--- config.mk ---
export PLATFORM = sky130hd
export DESIGN_NAME = aisel_top
export DESIGN_NICKNAME = d
export VERILOG_FILES = /design/src/pkg/aisel_pkg.sv /design/src/rtl/aisel_top.sv
export SDC_FILE = /design/constraint.sdc
export NUM_CORES = 1
export LEC_CHECK = 0
export BUFFER_PORTS_ARGS = -buffer_cell sky130_fd_sc_hd__buf_2
export CAP_MARGIN = 10
export CELL_PAD_IN_SITES_DETAIL_PLACEMENT = 1
export CELL_PAD_IN_SITES_GLOBAL_PLACEMENT = 1
export CORE_ASPECT_RATIO = 0.8
export CORE_MARGIN = 2
export CORE_UTILIZATION = 43
export CTS_CLUSTER_DIAMETER = 60
export DETAILED_ROUTE_END_ITERATION = 16
export PLACE_DENSITY = 0.85
export SETUP_SLACK_MARGIN = 0.02
export SLEW_MARGIN = 10
export SYNTH_ARGS = -nofsm -noshare
export SYNTH_HDL_FRONTEND = slang
export SYNTH_SLANG_ARGS = --single-unit
--- constraint.sdc ---
create_clock -name CLK_SYS -period 3.32 [get_ports CLK_SYS]
set_clock_uncertainty 0.05 [all_clocks]
set_input_delay 0.332 -clock CLK_SYS [delete_from_list [all_inputs] [get_ports CLK_SYS]]
set_output_delay 0.332 -clock CLK_SYS [all_outputs]
set_load 0.005 [all_outputs]
--- src/pkg/aisel_pkg.sv ---
package aisel_pkg;
    // Register indexes on the plain register port
    localparam logic [3:0] IDX_BUF_LEN = 4'h0;
    localparam logic [3:0] IDX_MULTI_SEL = 4'h1;
    localparam logic [3:0] IDX_FIRST_SEL = 4'h2;
    localparam logic [3:0] IDX_SCAN_HIGH = 4'h3;
    localparam logic [3:0] IDX_SCAN_LOW = 4'h4;
    localparam logic [3:0] IDX_PIN_CFG_HIGH = 4'h5;
    localparam logic [3:0] IDX_CONTROL = 4'h6;
    localparam logic [3:0] IDX_STATUS = 4'h7;

    // Buffer length field
    localparam int BUF_LEN_LSB = 0;
    localparam int BUF_LEN_W = 3;
    localparam int BUF_WORDS_W = 8;
    localparam logic [7:0] BUF_WORDS_ONE = 8'h01;

    // Channel 1-3 select fields
    localparam int MULTI_POS_A_BIT = 0;
    localparam int MULTI_NEG_A_LSB = 1;
    localparam int MULTI_POS_B_BIT = 8;
    localparam int MULTI_NEG_B_LSB = 9;
    localparam logic [1:0] MULTI_NEG_HIGH_SET = 2'h3;
    localparam logic [1:0] MULTI_NEG_MID_SET = 2'h2;

    // Channel 0 select fields
    localparam int FIRST_POS_A_LSB = 0;
    localparam int FIRST_NEG_A_BIT = 7;
    localparam int FIRST_POS_B_LSB = 8;
    localparam int FIRST_NEG_B_BIT = 15;
    localparam int INPUT_IDX_W = 5;

    // Control and status bits
    localparam int CTRL_HIRES_BIT = 0;
    localparam int CTRL_ALT_BIT = 1;
    localparam int CTRL_SCAN_BIT = 2;
    localparam int CTRL_DISABLE_BIT = 3;
    localparam int STAT_PHASE_BIT = 0;
    localparam int STAT_PTR_LSB = 8;

    localparam int HALF_INPUTS = 16;
    localparam int MAX_INPUTS = 32;
    localparam logic [15:0] REG_ZERO = 16'h0000;

    // Negative input choice for channels 1-3
    typedef enum {
        AISEL_NEG_REF,
        AISEL_NEG_MID,
        AISEL_NEG_HIGH
    } aisel_neg_t;

    // Selection presented to the converter multiplexers
    typedef struct packed {
        logic [4:0] first_pos;
        logic first_pos_ref;
        logic first_pos_gnd;
        logic first_neg_an1;
        logic multi_enable;
        logic multi_pos_high;
        logic [1:0] multi_neg;
        logic sample_b;
    } aisel_sel_t;
endpackage : aisel_pkg

--- src/rtl/aisel_top.sv ---
// Our own choices: the register offsets and strobed register access.
`timescale 1ns/1ns
// Behaviour
// - Buffer length code n gives 2**n DMA words per input, 1 to 128.
// - Sample A channel 1-3 positive bit set picks inputs 3-5, clear 0-2.
// - Sample A negative code 11 picks 9-11, 10 picks 6-8, 0x the reference.
// - Sample B channel 1-3 fields decode like Sample A when B is active.
// - In 12-bit mode the channel 1-3 select fields read as zero.
// - Sample A channel 0 negative bit set picks input 1, clear the reference.
// - Sample A channel 0 positive field value n picks analog input n.
// - Sample B channel 0 fields decode exactly like Sample A.
// - Second instance accepts only inputs 0 to 15 as channel 0 positive.
// - Each scan mask bit includes its input in the scan; low 0-15, high 16-31, high ignored on the second instance.
// - Scan bits of absent inputs are writable; scanning them converts the reference.
// - Set pin bit: digital, port read on, mux grounded; clear: analog sampling.
// - Pin bits of absent inputs stay writable but have no effect.
// - Second instance has no high pin configuration register.
// - Module disabled: pin bits ignored, every shared pin digital.
// - Scan applies only to channel 0 positive in Sample A with scan enabled.
// - Alternate mode uses A then B selections in turn, else always A.
// - Resolution bit set gives 12-bit single channel, clear 10-bit four channels.
module aisel_top #(
    parameter int NUM_INPUTS = 32,
    parameter bit SECOND_INSTANCE = 1'b0
) (
    input wire logic CLK_SYS,
    input wire logic SRST,
    input wire logic CE,
    input wire logic [3:0] ADDR,
    input wire logic [15:0] WDATA,
    input wire logic WR,
    input wire logic RD,
    input wire logic SAMPLE_DONE,
    input wire logic [15:0] LOW_PIN_DIGITAL,
    output logic [15:0] RDATA,
    output logic [7:0] BUF_WORDS,
    output logic [15:0] HIGH_PIN_DIGITAL,
    output logic FOUR_CHANNEL,
    output aisel_pkg::aisel_sel_t SEL
);
    // Refuse builds the select logic cannot serve, at elaboration
    if (NUM_INPUTS < 1 || NUM_INPUTS > aisel_pkg::MAX_INPUTS) begin : g_bad_count
        $error("NUM_INPUTS out of range");
    end
    if (SECOND_INSTANCE && NUM_INPUTS > aisel_pkg::HALF_INPUTS) begin : g_bad_second
        $error("Second instance serves at most 16 inputs");
    end

    logic [2:0] buf_len_q;
    logic multi_pos_sel_a_q, multi_pos_sel_b_q;
    logic [1:0] multi_neg_sel_a_q, multi_neg_sel_b_q;
    logic [4:0] first_pos_sel_a_q, first_pos_sel_b_q;
    logic first_neg_sel_a_q, first_neg_sel_b_q;
    logic [15:0] scan_mask_high_q, scan_mask_low_q, pin_cfg_high_q;
    logic high_resolution_select_q, alternate_sample_enable_q;
    logic scan_enable_q, module_disable_q;
    logic phase_b_q;
    logic [4:0] scan_ptr_q, scan_ptr_d;
    logic [31:0] scan_include_mask, all_digital;
    logic [15:0] high_digital_d, rdata_d;
    logic [31:0] present;
    aisel_pkg::aisel_sel_t sel_d;
    logic wr_en, rd_en;

    assign wr_en = CE && WR;
    assign rd_en = CE && RD;

    // Which inputs exist on this part
    genvar gi;
    generate
        for (gi = 0; gi < aisel_pkg::MAX_INPUTS; gi++) begin : g_present
            assign present[gi] = (gi < NUM_INPUTS);
        end
    endgenerate

    // Buffer length register
    always_ff @(posedge CLK_SYS) begin
        if (SRST) begin
            buf_len_q <= 3'h0;
        end else if (wr_en && ADDR == aisel_pkg::IDX_BUF_LEN) begin
            buf_len_q <= WDATA[aisel_pkg::BUF_LEN_LSB +: aisel_pkg::BUF_LEN_W];
        end
    end

    // Channel 1-3 select register; bits still held in 12-bit mode, reads and SEL hide them
    always_ff @(posedge CLK_SYS) begin
        if (SRST) begin
            multi_pos_sel_a_q <= 1'b0;
            multi_neg_sel_a_q <= 2'h0;
            multi_pos_sel_b_q <= 1'b0;
            multi_neg_sel_b_q <= 2'h0;
        end else if (wr_en && ADDR == aisel_pkg::IDX_MULTI_SEL) begin
            multi_pos_sel_a_q <= WDATA[aisel_pkg::MULTI_POS_A_BIT];
            multi_neg_sel_a_q <= WDATA[aisel_pkg::MULTI_NEG_A_LSB +: 2];
            multi_pos_sel_b_q <= WDATA[aisel_pkg::MULTI_POS_B_BIT];
            multi_neg_sel_b_q <= WDATA[aisel_pkg::MULTI_NEG_B_LSB +: 2];
        end
    end

    // Channel 0 select register
    always_ff @(posedge CLK_SYS) begin
        if (SRST) begin
            first_pos_sel_a_q <= 5'h00;
            first_neg_sel_a_q <= 1'b0;
            first_pos_sel_b_q <= 5'h00;
            first_neg_sel_b_q <= 1'b0;
        end else if (wr_en && ADDR == aisel_pkg::IDX_FIRST_SEL) begin
            first_pos_sel_a_q <= WDATA[aisel_pkg::FIRST_POS_A_LSB +: aisel_pkg::INPUT_IDX_W];
            first_neg_sel_a_q <= WDATA[aisel_pkg::FIRST_NEG_A_BIT];
            first_pos_sel_b_q <= WDATA[aisel_pkg::FIRST_POS_B_LSB +: aisel_pkg::INPUT_IDX_W];
            first_neg_sel_b_q <= WDATA[aisel_pkg::FIRST_NEG_B_BIT];
            if (SECOND_INSTANCE) begin
                first_pos_sel_a_q[4] <= 1'b0;
                first_pos_sel_b_q[4] <= 1'b0;
            end
        end
    end

    // Scan masks writable for every input, present or not
    always_ff @(posedge CLK_SYS) begin
        if (SRST) begin
            scan_mask_high_q <= aisel_pkg::REG_ZERO;
            scan_mask_low_q <= aisel_pkg::REG_ZERO;
        end else if (wr_en && ADDR == aisel_pkg::IDX_SCAN_HIGH) begin
            scan_mask_high_q <= WDATA;
        end else if (wr_en && ADDR == aisel_pkg::IDX_SCAN_LOW) begin
            scan_mask_low_q <= WDATA;
        end
    end

    // Pin bits stored even for absent pins; never stored on the second instance
    always_ff @(posedge CLK_SYS) begin
        if (SRST) begin
            pin_cfg_high_q <= aisel_pkg::REG_ZERO;
        end else if (wr_en && ADDR == aisel_pkg::IDX_PIN_CFG_HIGH && !SECOND_INSTANCE) begin
            pin_cfg_high_q <= WDATA;
        end
    end

    // Mode controls feeding the select logic
    always_ff @(posedge CLK_SYS) begin
        if (SRST) begin
            high_resolution_select_q <= 1'b0;
            alternate_sample_enable_q <= 1'b0;
            scan_enable_q <= 1'b0;
            module_disable_q <= 1'b0;
        end else if (wr_en && ADDR == aisel_pkg::IDX_CONTROL) begin
            high_resolution_select_q <= WDATA[aisel_pkg::CTRL_HIRES_BIT];
            alternate_sample_enable_q <= WDATA[aisel_pkg::CTRL_ALT_BIT];
            scan_enable_q <= WDATA[aisel_pkg::CTRL_SCAN_BIT];
            module_disable_q <= WDATA[aisel_pkg::CTRL_DISABLE_BIT];
        end
    end

    // Alternate A and B on each completed sample
    always_ff @(posedge CLK_SYS) begin
        if (SRST) begin
            phase_b_q <= 1'b0;
        end else if (CE) begin
            if (!alternate_sample_enable_q) begin
                phase_b_q <= 1'b0;
            end else if (SAMPLE_DONE) begin
                phase_b_q <= !phase_b_q;
            end
        end
    end

    // Scan set; second instance never scans the upper half
    assign scan_include_mask = SECOND_INSTANCE ? {aisel_pkg::REG_ZERO, scan_mask_low_q}
                                               : {scan_mask_high_q, scan_mask_low_q};

    // Next selected input above the pointer, else the lowest
    function automatic logic [4:0] next_scan(input logic [31:0] mask, input logic [4:0] ptr);
        logic [4:0] lowest, above;
        logic found_low, found_above;
        lowest = ptr;
        above = ptr;
        found_low = 1'b0;
        found_above = 1'b0;
        for (int i = 0; i < aisel_pkg::MAX_INPUTS; i++) begin
            if (mask[i] && !found_low) begin
                lowest = 5'(i);
                found_low = 1'b1;
            end
            if (mask[i] && !found_above && 5'(i) > ptr) begin
                above = 5'(i);
                found_above = 1'b1;
            end
        end
        return found_above ? above : lowest;
    endfunction : next_scan

    // Pointer steps after each Sample A conversion while scanning
    always_comb begin
        scan_ptr_d = scan_ptr_q;
        if (scan_enable_q && !phase_b_q && SAMPLE_DONE) begin
            scan_ptr_d = next_scan(scan_include_mask, scan_ptr_q);
        end
    end

    always_ff @(posedge CLK_SYS) begin
        if (SRST) begin
            scan_ptr_q <= 5'h00;
        end else if (CE) begin
            scan_ptr_q <= scan_ptr_d;
        end
    end

    // Digital state of every shared pin
    generate
        for (gi = 0; gi < aisel_pkg::HALF_INPUTS; gi++) begin : g_pins
            // No high register on second instance; absent pins digital
            assign high_digital_d[gi] = module_disable_q || SECOND_INSTANCE
                || !present[gi + aisel_pkg::HALF_INPUTS] || pin_cfg_high_q[gi];
            assign all_digital[gi] = module_disable_q || LOW_PIN_DIGITAL[gi];
            assign all_digital[gi + aisel_pkg::HALF_INPUTS] = high_digital_d[gi];
        end
    endgenerate

    // Selection seen by the converter for the current sample
    always_comb begin
        sel_d = '0;
        sel_d.sample_b = phase_b_q;
        // Scan only for Sample A channel 0 positive
        if (!phase_b_q && scan_enable_q) begin
            sel_d.first_pos = scan_ptr_q;
        end else if (!phase_b_q) begin
            sel_d.first_pos = first_pos_sel_a_q;
        end else begin
            sel_d.first_pos = first_pos_sel_b_q;
        end
        sel_d.first_neg_an1 = phase_b_q ? first_neg_sel_b_q : first_neg_sel_a_q;
        sel_d.first_pos_ref = !present[sel_d.first_pos];
        sel_d.first_pos_gnd = all_digital[sel_d.first_pos];
        // Four channels only in 10-bit mode
        sel_d.multi_enable = !high_resolution_select_q;
        if (!high_resolution_select_q) begin
            // Positive group select; B fields when B active
            sel_d.multi_pos_high = phase_b_q ? multi_pos_sel_b_q : multi_pos_sel_a_q;
            sel_d.multi_neg = phase_b_q ? multi_neg_sel_b_q : multi_neg_sel_a_q;
            if (!sel_d.multi_neg[1]) begin
                sel_d.multi_neg = 2'h0;
            end
        end
    end

    // Register read mux
    always_comb begin
        rdata_d = aisel_pkg::REG_ZERO;
        case (ADDR)
            aisel_pkg::IDX_BUF_LEN: rdata_d[aisel_pkg::BUF_LEN_LSB +: 3] = buf_len_q;
            aisel_pkg::IDX_MULTI_SEL: begin
                if (!high_resolution_select_q) begin
                    rdata_d[aisel_pkg::MULTI_POS_A_BIT] = multi_pos_sel_a_q;
                    rdata_d[aisel_pkg::MULTI_NEG_A_LSB +: 2] = multi_neg_sel_a_q;
                    rdata_d[aisel_pkg::MULTI_POS_B_BIT] = multi_pos_sel_b_q;
                    rdata_d[aisel_pkg::MULTI_NEG_B_LSB +: 2] = multi_neg_sel_b_q;
                end
            end
            aisel_pkg::IDX_FIRST_SEL: begin
                rdata_d[aisel_pkg::FIRST_POS_A_LSB +: 5] = first_pos_sel_a_q;
                rdata_d[aisel_pkg::FIRST_NEG_A_BIT] = first_neg_sel_a_q;
                rdata_d[aisel_pkg::FIRST_POS_B_LSB +: 5] = first_pos_sel_b_q;
                rdata_d[aisel_pkg::FIRST_NEG_B_BIT] = first_neg_sel_b_q;
            end
            aisel_pkg::IDX_SCAN_HIGH: rdata_d = scan_mask_high_q;
            aisel_pkg::IDX_SCAN_LOW: rdata_d = scan_mask_low_q;
            aisel_pkg::IDX_PIN_CFG_HIGH: rdata_d = pin_cfg_high_q;
            aisel_pkg::IDX_CONTROL: begin
                rdata_d[aisel_pkg::CTRL_HIRES_BIT] = high_resolution_select_q;
                rdata_d[aisel_pkg::CTRL_ALT_BIT] = alternate_sample_enable_q;
                rdata_d[aisel_pkg::CTRL_SCAN_BIT] = scan_enable_q;
                rdata_d[aisel_pkg::CTRL_DISABLE_BIT] = module_disable_q;
            end
            aisel_pkg::IDX_STATUS: begin
                rdata_d[aisel_pkg::STAT_PHASE_BIT] = phase_b_q;
                rdata_d[aisel_pkg::STAT_PTR_LSB +: 5] = scan_ptr_q;
            end
            default: rdata_d = aisel_pkg::REG_ZERO;
        endcase
    end

    // Read data stands one enabled cycle, zero otherwise; held while CE is low
    always_ff @(posedge CLK_SYS) begin
        if (SRST) begin
            RDATA <= aisel_pkg::REG_ZERO;
        end else if (CE) begin
            RDATA <= rd_en ? rdata_d : aisel_pkg::REG_ZERO;
        end
    end

    // Registered outputs, one cycle behind the controls
    always_ff @(posedge CLK_SYS) begin
        if (SRST) begin
            BUF_WORDS <= aisel_pkg::BUF_WORDS_ONE;
            HIGH_PIN_DIGITAL <= aisel_pkg::REG_ZERO;
            FOUR_CHANNEL <= 1'b1;
            SEL <= '0;
        end else if (CE) begin
            BUF_WORDS <= aisel_pkg::BUF_WORDS_ONE << buf_len_q;
            HIGH_PIN_DIGITAL <= high_digital_d;
            FOUR_CHANNEL <= !high_resolution_select_q;
            SEL <= sel_d;
        end
    end

    // Checks on the registered outputs and internal registers
    a_buf_words_pow: assert property (@(posedge CLK_SYS) disable iff (SRST)
        CE |=> BUF_WORDS == (aisel_pkg::BUF_WORDS_ONE << $past(buf_len_q)))
        else $error("Buffer word count wrong");
    a_hires_read_zero: assert property (@(posedge CLK_SYS) disable iff (SRST)
        rd_en && ADDR == aisel_pkg::IDX_MULTI_SEL && high_resolution_select_q
        |=> RDATA == aisel_pkg::REG_ZERO)
        else $error("Channel 1-3 select visible in 12-bit mode");
    a_multi_neg_ref: assert property (@(posedge CLK_SYS) disable iff (SRST)
        CE && !sel_d.sample_b && !multi_neg_sel_a_q[1] |=> SEL.multi_neg == 2'h0)
        else $error("Negative group not reference");
    a_multi_pos_a: assert property (@(posedge CLK_SYS) disable iff (SRST)
        CE && !phase_b_q && !high_resolution_select_q
        |=> SEL.multi_pos_high == $past(multi_pos_sel_a_q))
        else $error("Positive group not from Sample A");
    a_alt_toggle: assert property (@(posedge CLK_SYS) disable iff (SRST)
        CE && alternate_sample_enable_q && SAMPLE_DONE ##1 CE |=> SEL.sample_b != $past(SEL.sample_b))
        else $error("Sample phase did not alternate");
    a_no_alt_a: assert property (@(posedge CLK_SYS) disable iff (SRST)
        CE && !alternate_sample_enable_q ##1 CE |=> !SEL.sample_b)
        else $error("Sample B used without alternate mode");
    a_disable_digital: assert property (@(posedge CLK_SYS) disable iff (SRST)
        CE && module_disable_q |=> HIGH_PIN_DIGITAL == 16'hffff)
        else $error("Disabled module left a pin analog");
    a_second_low_half: assert property (@(posedge CLK_SYS) disable iff (SRST)
        SECOND_INSTANCE |-> !first_pos_sel_a_q[4] && !first_pos_sel_b_q[4])
        else $error("Second instance holds an upper input");
    a_scan_first_pos: assert property (@(posedge CLK_SYS) disable iff (SRST)
        CE && scan_enable_q && !phase_b_q |=> SEL.first_pos == $past(scan_ptr_q))
        else $error("Scan pointer not used in Sample A");
    a_scan_in_mask: assert property (@(posedge CLK_SYS) disable iff (SRST)
        CE && scan_enable_q && !phase_b_q && SAMPLE_DONE && !wr_en
        && (scan_include_mask != 32'h0)
        |=> scan_include_mask[scan_ptr_q])
        else $error("Scan stepped to an unselected input");
endmodule : aisel_top

==> run_results.csv <==
group,metric,value,unit
run_status,status,"completed",
layout,fin_nets,1037,
synth,postSynthNetCount,970,
sta,rsz0062_at_grt,"false",
layout,n_antenna_cell,0,
layout,regArea,2640,um2
synth,postSynthCellCount,928,
layout,area_delta_synth_final,17.6,%
drt,drtIter0Drc,612,
hold_path,hold_depth,3,
synth,synthFlopType,"dfxtp_1",
worst_setup_path,start_kind,"flip-flop",
flow_run,maxCapViolations,0,
power_and_ir_drop,internal_power,2.89,mW
floorplanning,rows,41,
power_and_ir_drop,peakVddDrop,0.495,mV
global_route,grt_pass1_wl,42600,um
sta,fin_hold_ws,134,ps
synth,yosysWarnings,0,
worst_setup_path,required,3590,ps
power_and_ir_drop,p_switching,0.966,mW
worst_setup_path,r2r_cells,7,
drt,drt_wl_total,27400,um
synth,yosysUniqueCellTypes,72,
global_route,grtUsageTotal,31.3,%
synth,synth.cell_area,7080,um2
drt,firstDrtPassIters,5,
sta,worst-slew-pin-transition,881,ps
cts,clock_latency,420,ps
worst_setup_path,endpoint_kind,"flip-flop",
worst_setup_path,cp_max_fo,24,
sta,period_needed,2990,ps
floorplanning,die-area,17500,um2
synth,avgSynthCellArea,7.63,um2
power_and_ir_drop,pwr-share-clk,50.7,%
sta,drv_slew,0,
global_route,first_global_vias,7337,
power_and_ir_drop,leakage,3.23,nW
floorplanning,io_pins,96,
hold_path,hp-class,"in2reg",
cts,cts_made_buffers,17,
global_route,antenna_found_initial,3,
layout,multi_input_area,4090,um2
drt,via_per_inst,6.15,
drt,avgRoutedWirePerCell,22.5,um
power_and_ir_drop,p_per_area,463,nW/um2
drt,drc,0,
floorplanning,dieHeight,119,um
worst_setup_path,path_class,"reg2reg",
drt,vias,7511,
drt,ant_nets,0,
sta,setup_tns,0,ps
power_and_ir_drop,netSwitchingFraction,25.1,%
cts,cts_hold_buf,0,
worst_setup_path,arrival,3260,ps
cts,cts_root_buffer,"clkbuf_16",
cts,cts_tree,"built",
power_and_ir_drop,pwr-share-comb,7.2,%
place,port-buffer-count,94,
sta,relSlewSlack,41.2,%
place,dp_hpwl,19500,um
place,place_congestion,0.949,
sta,final.period_utilization,89.9,%
cts,cts_resized,0,
sta,clock.fmax,335,MHz
floorplanning,die_w,147,um
power_and_ir_drop,seq_power_share,42.2,%
layout,nFillCells,1960,
synth,async_reset_ff_share,0,%
layout,drive_above_1_share,16.9,%
global_route,gr-total-overflow,0,
cts,cts.sinks,132,
cts,cts.reportedPaths.clkPinSlew,60,ps
cts,postCtsSetupRepairBufs,0,
global_route,grt_max_degree,57,
power_and_ir_drop,p_total,3.85,mW
floorplanning,initial_core_util,44.4,%
sta,setup_viol,0,
floorplanning,coreArea,16000,um2
synth,synth-edff-count,0,
synth,ys_ff_latch,132,
synth,ys_seq_area_share,37.3,%
sta,finalHoldViolations,0,
cts,htree_levels,4,
cts,clockBufferDepth,2,
worst max-delay path, stage by stage, from the launching register on:
cell and delay, ps:
dfxtp_1 880, o21ai_0 270, nand3_1 190, nand4b_1 240, or4_4 550, nor3_2 310, o31ai_1 140, a311oi_1 250
layout make-up:
class | instances | area share (%)
timing repair buffer | 119 | 7.94
multi-input combinational | 709 | 49.1
inverter | 16 | 0.721
sequential | 132 | 31.7
clock inverter | 14 | 2.15
tap | 215 | 3.23
clock buffer | 17 | 5.11
registers in the layout, indices dropped and copies added, names as in the netlist, 2 cells and up:
name / flops
SEL: 12
scan_mask_high_q: 16
buf_len_q: 3
first_pos_sel_a_q: 5
scan_mask_low_q: 16
scan_ptr_q: 5
pin_cfg_high_q: 16
multi_neg_sel_b_q: 2
RDATA: 16
BUF_WORDS: 8
first_pos_sel_b_q: 5
HIGH_PIN_DIGITAL: 16
multi_neg_sel_a_q: 2
stage by stage:
step | setup slack, ps | cells | instance area, um2 | utilization [%]
5_1_grt | 154 | 1222 | 8330 | 52.2
6_report | 334 | 1222 | 8330 | 52.2
2_1_floorplan | 1020 | 928 | 7080 | -
3_5_place_dp | 426 | 1191 | 7720 | 48.4
4_1_cts | 411 | 1222 | 8330 | 52.2
3_3_place_gp | 476 | 1191 | 7720 | 48.4
layer usage:
| metal | routed length [um] | track usage [%] | share of wire (%) | vias up |
|---|---|---|---|---|
| li1 | - | - | - | 3434 |
| met1 | 12300 | 44.4 | 45 | 3716 |
| met2 | 12200 | 47.6 | 44 | 322 |
| met3 | 2550 | 7.88 | 9.3 | 37 |
| met4 | 429 | 7.75 | 1.6 | 2 |
| met5 | 13 | 0 | 0.047 | - |
logic make-up after synthesis:
kind of cell / Yosys count / share of synthesized area, %
simple gates: 398 / 25.5
compound gates: 237 / 21.7
flops: 132 / 37.3
buf+inv: 87 / 5.00
mux: 72 / 10.3
xor+xnor: 1 / 0.124
other cells: 1 / 0.0530
synthesized netlist by cell type (all sizes together) (13+ instances only):
cell | number | area share [%]
a211oi | 21 | 2.2
a21oi | 99 | 7.1
a22oi | 24 | 2.5
buf | 19 | 1.4
clkbuf | 52 | 2.8
dfxtp | 132 | 37
inv | 16 | 0.85
mux2i | 68 | 9.7
nand2 | 171 | 9.1
nand3 | 18 | 1.3
nor2 | 114 | 6.0
nor3 | 13 | 0.99
o21ai | 30 | 2.2
layout by cell type (no fill, tap or decap), types with 18 or more instances in the layout:
cell type / Yosys / layout
a211oi_1: 21 / 21
a21oi_1: 98 / 98
a22oi_1: 24 / 24
buf_2: 7 / 93
buf_4: 3 / 26
dfxtp_1: 132 / 132
mux2i_1: 67 / 67
nand2_1: 171 / 171
nand3_1: 18 / 18
nor2_1: 114 / 114
o21ai_0: 28 / 28
final timing paths:
kind | startpoint | to | slack [ps]
worst min register to register | BUF_WORDS[3] | BUF_WORDS[3] | 410
worst min-delay path | WDATA[6] | pin_cfg_high_q[6] | 130
worst max register to register | scan_ptr_q[2] | scan_ptr_q[2] | 330
worst max-delay path | scan_ptr_q[2] | scan_ptr_q[2] | 330
power groups by stage:
stage | Sequential, mW | Combinational (mW) | Clock, mW
4_1_cts | 1.62 | 0.273 | 1.97
2_1_floorplan | 1.65 | 0.157 | 0
3_5_place_dp | 1.66 | 0.268 | 0
5_1_grt | 1.63 | 0.299 | 2.03
6_report | 1.62 | 0.277 | 1.95
3_3_place_gp | 1.66 | 0.265 | 0
(Power assumes the default switching activity.)
